### config.mk
export PLATFORM = sky130hd
export DESIGN_NAME = sw_event_irq
export DESIGN_NICKNAME = d
export VERILOG_FILES = /design/src/inc/sw_event_pkg.sv /design/src/rtl/sw_event_irq.sv
export SDC_FILE = /design/constraint.sdc
export NUM_CORES = 1
export LEC_CHECK = 0
export CELL_PAD_IN_SITES_DETAIL_PLACEMENT = 0
export CELL_PAD_IN_SITES_GLOBAL_PLACEMENT = 1
export CORE_AREA = 2 2 59 61
export DETAILED_ROUTE_END_ITERATION = 6
export DIE_AREA = 0 0 61 63
export DONT_BUFFER_PORTS = 1
export PLACE_DENSITY = 0.8
export SLEW_MARGIN = 25
export SYNTH_ARGS = -nofsm -noshare
export SYNTH_HDL_FRONTEND = slang
export SYNTH_SLANG_ARGS = --single-unit
### constraint.sdc
create_clock -name CORE_CLK -period 4.6 [get_ports CORE_CLK]
set_input_delay 0.92 -clock CORE_CLK [delete_from_list [all_inputs] [get_ports CORE_CLK]]
set_output_delay 0.92 -clock CORE_CLK [all_outputs]
set_load 0.02 [all_outputs]
### src/inc/sw_event_pkg.sv
// Functional notes
// Each masked status bit equals its raw flag ANDed with its enable bit.
// Clearing a raw flag also clears its masked status bit automatically.
// Any masked status bit at 1 drives the interrupt request active.
// Interrupt request is the OR of software and hardware unmasked status.
// An event with its enable bit at 0 still sets its raw flag.
// A disabled event sets no masked status bit and no interrupt request.
// Enable bits: 0 disabled, 1 enabled; all are 0 after reset.
// Host enables only the sources it uses; unused enables stay 0.
// Status bit 5 shows antenna receive complete, when enabled.
// Status bit 4 shows antenna transmit complete, when enabled.
// Status bit 3 shows the 100 ms antenna receive timeout, when enabled.
// Status bit 1 shows tuner error: no response or unexpected not-acknowledge.
// Status bit 0 shows tuner transfer done; never set if errors occurred.
// Bits 7:6 and 2 of status and enable are reserved, no function.
// Host writes 1 to the clear register to clear raw and status bits.
// Clear register bits return to 0 automatically after taking effect.
// With all unmasked interrupts cleared, interrupt request goes inactive.
// Receive complete only after a full 10-bit word; short word raises timeout.
// Interrupt request polarity is a parameter, active high by default.
package sw_event_pkg;

	// Register offsets on the parallel register port.
	localparam logic [7:0] RAW_STATUS_OFS = 8'hF9;
	localparam logic [7:0] MASKED_STATUS_OFS = 8'hFB;
	localparam logic [7:0] ENABLE_OFS = 8'hFD;
	localparam logic [7:0] CLEAR_OFS = 8'hFF;

	// Field positions of the five events.
	localparam int ANT_RX_COMPLETE_BIT = 5;
	localparam int ANT_TX_COMPLETE_BIT = 4;
	localparam int ANT_RX_TIMEOUT_BIT = 3;
	localparam int TUNER_XFER_ERROR_BIT = 1;
	localparam int TUNER_XFER_DONE_BIT = 0;

	// Bits that carry an event; the others are reserved.
	localparam logic [7:0] EVENT_BITS = 8'h3B;

	// Values after reset.
	localparam logic [7:0] ENABLE_RESET = 8'h00;
	localparam logic [7:0] FLAGS_RESET = 8'h00;

	// Length of a complete antenna reply word in bits.
	localparam int RX_WORD_BITS_DEF = 10;

	// Antenna receive timeout, counted by the antenna engine.
	localparam int RX_TIMEOUT_MS = 100;

endpackage

### src/rtl/sw_event_irq.sv
`timescale 1ns/1ps
module sw_event_irq
	import sw_event_pkg::*;
#(
	parameter int   RX_WORD_BITS    = RX_WORD_BITS_DEF,
	parameter bit   IRQ_ACTIVE_HIGH = 1'b1
) (
	input  wire logic       CORE_CLK,
	input  wire logic       RESET,
	input  wire logic [7:0] REG_ADDR,
	input  wire logic       REG_WR,
	input  wire logic [7:0] REG_WDATA,
	input  wire logic       REG_RD,
	output logic      [7:0] REG_RDATA,
	input  wire logic       ANT_RX_END,
	input  wire logic [3:0] ANT_RX_BIT_COUNT,
	input  wire logic       ANT_RX_NO_REPLY,
	input  wire logic       ANT_TX_END,
	input  wire logic       TUNER_XFER_END,
	input  wire logic       TUNER_XFER_FAIL,
	input  wire logic       HW_IRQ_PENDING,
	output logic            HOST_IRQ_OUT,
	output logic      [7:0] MASKED_STATUS
);

	////////////////////////////////////////////////////////////////////////
	// Parameter checks.
	if (RX_WORD_BITS < 1 || RX_WORD_BITS > 15) begin : g_bad_bits
		$error("RX_WORD_BITS must fit the 4-bit receive count.");
	end

	logic [7:0] raw_q;
	logic [7:0] raw_d;
	logic [7:0] en_q;
	logic [7:0] en_d;
	logic [7:0] clr_q;
	logic [7:0] status_q;
	logic [7:0] status_d;
	logic [7:0] events;
	logic [7:0] clr_now;
	logic       rx_full;

	////////////////////////////////////////////////////////////////////////
	// Event decode from the antenna and tuner engines.

	// A receive that ends short of a full word counts as a timeout.
	assign rx_full = ANT_RX_BIT_COUNT == 4'(RX_WORD_BITS);

	always_comb begin
		events = 8'h00;
		events[ANT_RX_COMPLETE_BIT] = ANT_RX_END && rx_full;
		events[ANT_TX_COMPLETE_BIT] = ANT_TX_END;
		events[ANT_RX_TIMEOUT_BIT] = ANT_RX_NO_REPLY ||
			(ANT_RX_END && !rx_full);
		events[TUNER_XFER_ERROR_BIT] = TUNER_XFER_END && TUNER_XFER_FAIL;
		events[TUNER_XFER_DONE_BIT] = TUNER_XFER_END && !TUNER_XFER_FAIL;
	end

	// Clear bits act in the cycle of the write, so no event slips by.
	assign clr_now = (REG_WR && REG_ADDR == CLEAR_OFS) ?
		(REG_WDATA & EVENT_BITS) : 8'h00;

	// An event in the clearing cycle wins over the clear.
	assign raw_d = ((raw_q & ~clr_now) | events) & EVENT_BITS;

	////////////////////////////////////////////////////////////////////////
	// Raw flags; set regardless of the enable bits.
	always_ff @(posedge CORE_CLK or posedge RESET) begin
		if (RESET) begin
			raw_q <= FLAGS_RESET;
		end else begin
			raw_q <= raw_d;
		end
	end

	// Next enable value. Status looks at it too, so a mask write that
	// meets an event in one cycle still gives raw AND enable.
	assign en_d = (REG_WR && REG_ADDR == ENABLE_OFS) ? REG_WDATA : en_q;

	// Enable register; reserved bits store but steer nothing.
	always_ff @(posedge CORE_CLK or posedge RESET) begin
		if (RESET) begin
			en_q <= ENABLE_RESET;
		end else begin
			en_q <= en_d;
		end
	end

	// Clear register holds the written event bits for one cycle only; reserved bits are dropped.
	always_ff @(posedge CORE_CLK or posedge RESET) begin
		if (RESET) begin
			clr_q <= FLAGS_RESET;
		end else begin
			clr_q <= clr_now;
		end
	end

	////////////////////////////////////////////////////////////////////////
	// Masked status, one gate per event bit, reserved bits tied low, built from next-state values so
	// that status and raw flags never disagree for a cycle.
	for (genvar i = 0; i < 8; i++) begin : g_mask
		if (EVENT_BITS[i]) begin : g_evt
			assign status_d[i] = raw_d[i] & en_d[i];
		end else begin : g_rsv
			assign status_d[i] = 1'b0;
		end
	end

	always_ff @(posedge CORE_CLK or posedge RESET) begin
		if (RESET) begin
			status_q <= FLAGS_RESET;
		end else begin
			status_q <= status_d;
		end
	end

	assign MASKED_STATUS = status_q;

	////////////////////////////////////////////////////////////////////////
	// Interrupt request; the hardware group joins here as one summary bit.
	always_ff @(posedge CORE_CLK or posedge RESET) begin
		if (RESET) begin
			HOST_IRQ_OUT <= !IRQ_ACTIVE_HIGH;
		end else begin
			HOST_IRQ_OUT <= ((|status_d) || HW_IRQ_PENDING) ~^
				IRQ_ACTIVE_HIGH;
		end
	end

	////////////////////////////////////////////////////////////////////////
	// Read port; data appears the cycle after the read strobe.
	always_ff @(posedge CORE_CLK or posedge RESET) begin
		if (RESET) begin
			REG_RDATA <= FLAGS_RESET;
		end else if (REG_RD) begin
			unique case (REG_ADDR)
				RAW_STATUS_OFS: REG_RDATA <= raw_q;
				MASKED_STATUS_OFS: REG_RDATA <= status_q;
				ENABLE_OFS: REG_RDATA <= en_q;
				CLEAR_OFS: REG_RDATA <= clr_q;
				default: REG_RDATA <= 8'h00;
			endcase
		end
	end

	logic irq_act;
	assign irq_act = HOST_IRQ_OUT == IRQ_ACTIVE_HIGH;
endmodule

==> results of run 1 <==
-- worst paths after layout --
path | slack (ps) | end
worst max-delay path | 2130 | HOST_IRQ_OUT
worst min-delay path | 500 | MASKED_STATUS[3]
worst max register to register | 3030 | HOST_IRQ_OUT
worst min register to register | 500 | en_q[7]
max in group asynchronous | 3470 | en_q[2]
min in group CORE_CLK | 500 | en_q[7]
-- power groups by stage --
stage / Sequential, uW / Combinational, uW / Clock, uW
2_1_floorplan: 300 / 33.7 / 0
3_3_place_gp: 302 / 33.0 / 0
3_5_place_dp: 302 / 33.8 / 0
4_1_cts: 296 / 33.9 / 170
5_1_grt: 297 / 38.4 / 185
6_report: 296 / 33.6 / 165
-- cells in the mapped netlist (2+ instances only) --
| library cell | number | area (um2) |
|---|---|---|
| o21ai_0 | 7 | 35.0 |
| mux2_2 | 4 | 45.0 |
| a21oi_1 | 15 | 75.1 |
| inv_1 | 20 | 75.1 |
| mux2i_1 | 4 | 40.0 |
| and3_1 | 3 | 18.8 |
| nand4_4 | 2 | 42.5 |
| dfrtp_1 | 32 | 801 |
| nand3_1 | 2 | 10.0 |
| buf_4 | 3 | 22.5 |
| nor4_1 | 3 | 18.8 |
| nor2_1 | 3 | 11.3 |
| clkbuf_1 | 2 | 7.51 |
| nand2_1 | 19 | 71.3 |
| o21bai_1 | 2 | 15.0 |
| o22ai_1 | 6 | 37.5 |
-- cells by family (layout without fill, tap and decap cells) --
family                 Yosys count  count (layout)  share of synthesized area
buffers and inverters           28              30                     0.0769
other                            1               3                    0.00245
AND/OR/NAND/NOR                 41              41                      0.168
multiplexers                     9               9                     0.0728
AO/OA/AOI/OAI                   38              38                      0.156
flip-flops                      32              32                      0.524
-- flip-flops by register name, summed over array words and instances, names as in the netlist --
name,count
clr_q,5
raw_q,5
REG_RDATA,8
en_q,8
HOST_IRQ_OUT,1
MASKED_STATUS,5
-- layout make-up --
cell class,count,share of cell area
clock buffer,8,0.0363
inverter,21,0.0486
multi-input combinational,91,0.381
sequential,32,0.494
tap,46,0.0355
timing repair buffer,1,0.00463
-- metal layers --
| metal | up-vias | track usage | wire length [um] |
|---|---|---|---|
| met2 | 42 | 0.304 | 1610 |
| met5 | - | 0 | 0 |
| met1 | 530 | 0.222 | 1380 |
| met4 | 0 | 0.0707 | 55 |
| li1 | 520 | - | - |
| met3 | 6 | 0.0952 | 267 |
-- through the flow --
step / hold WS (ps) / utilization
global route: 518 / 0.502
finish: 496 / 0.502
floorplan: 445 / -
global placement: 468 / 0.484
CTS: 501 / 0.502
detailed placement: 478 / 0.484
-- worst max-delay path, stage by stage --
cell and delay [ps]:
nand4_4 180, nor3_4 440, mux2_2 410, a211o_1 290, or4_1 420
==> results.toml, run 1 <==
[flow_run]
maxCapViolations = 0

[layout]
final_common_cell = "dfrtp_1"
register_area_um2 = 801
multi_input_area_um2 = 618
insertedDiodeCount = 0
syn_to_final_growth_pct = 6.06
fillers = 303
final_layout_size_suffix_gt1_frac = 0.131
layout.nets = 182
fin_area_mm2 = 0.00162
final_cell_mix = "32 x dfrtp_1, 20 x inv_1, 19 x nand2_1, 15 x a21oi_1, 7 x o21ai_0"
fin_cells = 199

[global_routing]
grt_overflow_total = 0
groute.usage.overall = 0.193
grt_max_degree = 20
antenna_found_initial = 0
grt_pass1_wl_um = 5250
first_global_vias = 1103

[worst_setup_path]
r2r_start = "en_q[4]"
start_kind = "input port"
arrival_ps = 2670
ff2ff_path_depth = 5
crit_fanout = 10
startpoint = "REG_ADDR[7]"
end_kind = "flip-flop"
required_ps = 4800
worstSetupPathType = "in2reg"

[min_path]
hold_class = "in2async"

[sta]
finalSetupViolCount = 0
setup_slack_ps = 2130
fin_crit_sh = 0.537
setup_tns_ps = 0
grt_setup_unrepaired = "false"
finalClockSkew_ps = 11.2
timing.fmax_ghz = 0.405
slew_violations = 0
tightest_slew_ps = 812
fin_crit_ps = 2470
hold_viol_final = 0
slew_headroom = 0.454

[power_and_ir_drop]
p_switching_uw = 118
power_switching_share = 0.238
finalPower_uw = 494
leakage_uw = 0.000776
p_seq_frac = 0.599
p_int_uw = 377
combPwrFrac = 0.068
ir_worst_vdd_mv = 0.141
p_clk_frac = 0.333
powerDensity_mw_per_mm2 = 305

[place]
port_buffers = 0
placed_area_mm2 = 0.00156
gp_congestion = 0.760
dpl.hpwl_um = 2500
pre_cts_slack_ps = 1790
post-place-cells = 191

[floorplan]
dieArea_mm2 = 0.00384
num_io_pins = 47
die_h_um = 63
num_rows = 21
coreArea_mm2 = 0.00323
die_width_um = 61
initial_utilization = 0.473

[logic_synthesis]
syn_area_per_cell_um2 = 10.3
synth_edf_count = 0
yosysSeqAreaShare = 0.524
synthCells = 149
ys.flop_type = "dfrtp_1"
yosys.cell_types.count = 38
netlist_area_mm2 = 0.00153
async_flop_share = 1.00
synth_seq_cells = 32
yosys_warnings = 0

[route]
wl_um = 3310
num_vias = 1098
route.detailed.drc = 0
wire_per_inst_um = 16.6
drt_first_pass_iters = 6
viasPerCell = 5.52
ant_nets = 0
drtIter0Drc = 38

[clock_network]
cts.path.max_buffers = 2
cts.clk_slew.worst_paths_ps = 100
post_cts_buffers = 0
cts_sinks = 32
cts_hold_buf = 0
htree_levels = 2
cts-buffers-inserted = 5
cts_tree = "built"
worstSkewPairLatency_ps = 330
cts_root_buffer = "clkbuf_4"
cts_resized = 0

[run_status]
outcome = "finished clean"
Power figures use the tool's default switching activity.
==> run 2: changes to the inputs <==
--- a/config.mk
+++ b/config.mk
@@ -7,11 +7,11 @@
 export LEC_CHECK = 0
 export CELL_PAD_IN_SITES_DETAIL_PLACEMENT = 0
 export CELL_PAD_IN_SITES_GLOBAL_PLACEMENT = 1
-export CORE_AREA = 2 2 59 61
+export CORE_AREA = 2 2 61 63
 export DETAILED_ROUTE_END_ITERATION = 6
-export DIE_AREA = 0 0 61 63
+export DIE_AREA = 0 0 63 65
 export DONT_BUFFER_PORTS = 1
-export PLACE_DENSITY = 0.8
+export PLACE_DENSITY = 0.76
 export SLEW_MARGIN = 25
 export SYNTH_ARGS = -nofsm -noshare
 export SYNTH_HDL_FRONTEND = slang
==> constraint.sdc (replaced) <==
create_clock -name CORE_CLK -period 2.4 [get_ports CORE_CLK]
set_input_delay 0.48 -clock CORE_CLK [delete_from_list [all_inputs] [get_ports CORE_CLK]]
set_output_delay 0.48 -clock CORE_CLK [all_outputs]
set_load 0.02 [all_outputs]
==> results.toml, run 2 (synthesis gave the netlist of run 1 again) <==
[floorplan]
num_rows = 22
die_h_um = 65
initial_utilization = 0.437
coreArea_mm2 = 0.00350
die_width_um = 63
num_io_pins = 47
dieArea_mm2 = 0.00410

[run_status]
outcome = "finished clean"

[worst_setup_path]
start_kind = "input port"
startpoint = "REG_ADDR[7]"
required_ps = 2610
arrival_ps = 1930
r2r_slack_ps = 850
end_kind = "flip-flop"
crit_end = "HOST_IRQ_OUT"
reg2reg_to = "HOST_IRQ_OUT"
ff2ff_path_depth = 4
worstSetupPathType = "in2reg"
r2r_start = "raw_q[4]"
crit_fanout = 9

[clock_network]
cts_hold_buf = 0
cts_root_buffer = "clkbuf_4"
cts_sinks = 32
worstSkewPairLatency_ps = 340
post_cts_buffers = 0
cts-buffers-inserted = 5
htree_levels = 2
cts.path.max_buffers = 2
cts_resized = 0
cts_tree = "built"
cts.clk_slew.worst_paths_ps = 100

[layout]
syn_to_final_growth_pct = 8.59
layout.nets = 184
final_common_cell = "dfrtp_1"
insertedDiodeCount = 0
top_regs = "REG_RDATA (8), en_q (8)"
final_cell_mix = "32 x dfrtp_1, 20 x inv_1, 19 x nand2_1, 15 x a21oi_1, 7 x o21ai_0"
fin_area_mm2 = 0.00166
final_layout_size_suffix_gt1_frac = 0.155

[sta]
timing.fmax_ghz = 0.580
slew_headroom = 0.565
finalClockSkew_ps = 9.66
grt_setup_unrepaired = "false"
tightest_slew_ps = 635
finalSetupViolCount = 0
slew_violations = 0
fin_crit_sh = 0.718
fin_crit_ps = 1720
setup_tns_ps = 0
hold_viol_final = 0
setup_slack_ps = 677

[power_and_ir_drop]
ir_worst_vdd_mv = 0.312
leakage_uw = 0.000795
powerDensity_mw_per_mm2 = 625

[route]
ant_nets = 0
drt_first_pass_iters = 4
num_vias = 1119
viasPerCell = 5.51
wl_um = 3250
route.detailed.drc = 0
drtIter0Drc = 65
wire_per_inst_um = 16.0

[global_routing]
grt_overflow_total = 0
first_global_vias = 1067
groute.usage.overall = 0.176
grt_pass1_wl_um = 5380
antenna_found_initial = 0
grt_max_degree = 33

[place]
dpl.hpwl_um = 2400
placed_area_mm2 = 0.00158
port_buffers = 0
pre_cts_slack_ps = 322
gp_congestion = 0.844

[min_path]
hold_class = "in2async"

[flow_run]
maxCapViolations = 0
## run 2: changes by cell type in the layout (fill, tap and decap cells not counted), sizes merged
cell	delta
clkbuf	-3
bufinv	+1
clkinv	+1
buf	+2
clkinvlp	+1
## run 2: cell type report
type	count	area, um2
multi-input combinational	91	618
clock inverter	3	42.5
inverter	21	78.8
sequential	32	801
fill	338	1840
tap	48	60.1
clock buffer	5	37.5
timing repair buffer	3	22.5
## run 2: worst min path at each step
| stage | startpoint | endpoint | slack, ps | depth (start not counted) |
|---|---|---|---|---|
| final | RESET | REG_RDATA[4] | 100 | 2 |
| after global routing | RESET | REG_RDATA[1] | 120 | 2 |
| after CTS | RESET | clr_q[4] | 110 | 2 |
| after detailed placement | en_q[2] | en_q[2] | 470 | 2 |
| after global placement | RESET | REG_RDATA[3] | 470 | 2 |
| after floorplan | en_q[2] | en_q[2] | 450 | 2 |
## run 2: stage by stage
step	hold slack (ps)	cells	power, uW	utilization
after floorplan	445	151	640	-
after global placement	475	195	643	0.452
after detailed placement	470	195	644	0.452
after CTS	107	203	1050	0.475
after global routing	117	203	1090	0.475
final	98.6	203	1040	0.475
## run 2: power breakdown
part	leakage (uW)	total [uW]	switching, uW	internal, uW
sequential	0.000405	568	16.4	551
clock	0.0000412	404	188	217
combinational	0.000349	64.6	38.4	26.2
## run 2: metal layers
metal,global-route usage,up-vias,wire length [um]
li1,-,523,-
met1,0.214,551,1330
met2,0.282,39,1610
met3,0.0660,6,252
met4,0.0750,0,55
met5,0,-,0
## run 2: critical path: stages
cell and delay (ps):
nand4_4 160, nor2_4 260, nand2_2 130, o211a_1 240, a211o_1 260, or4_1 390
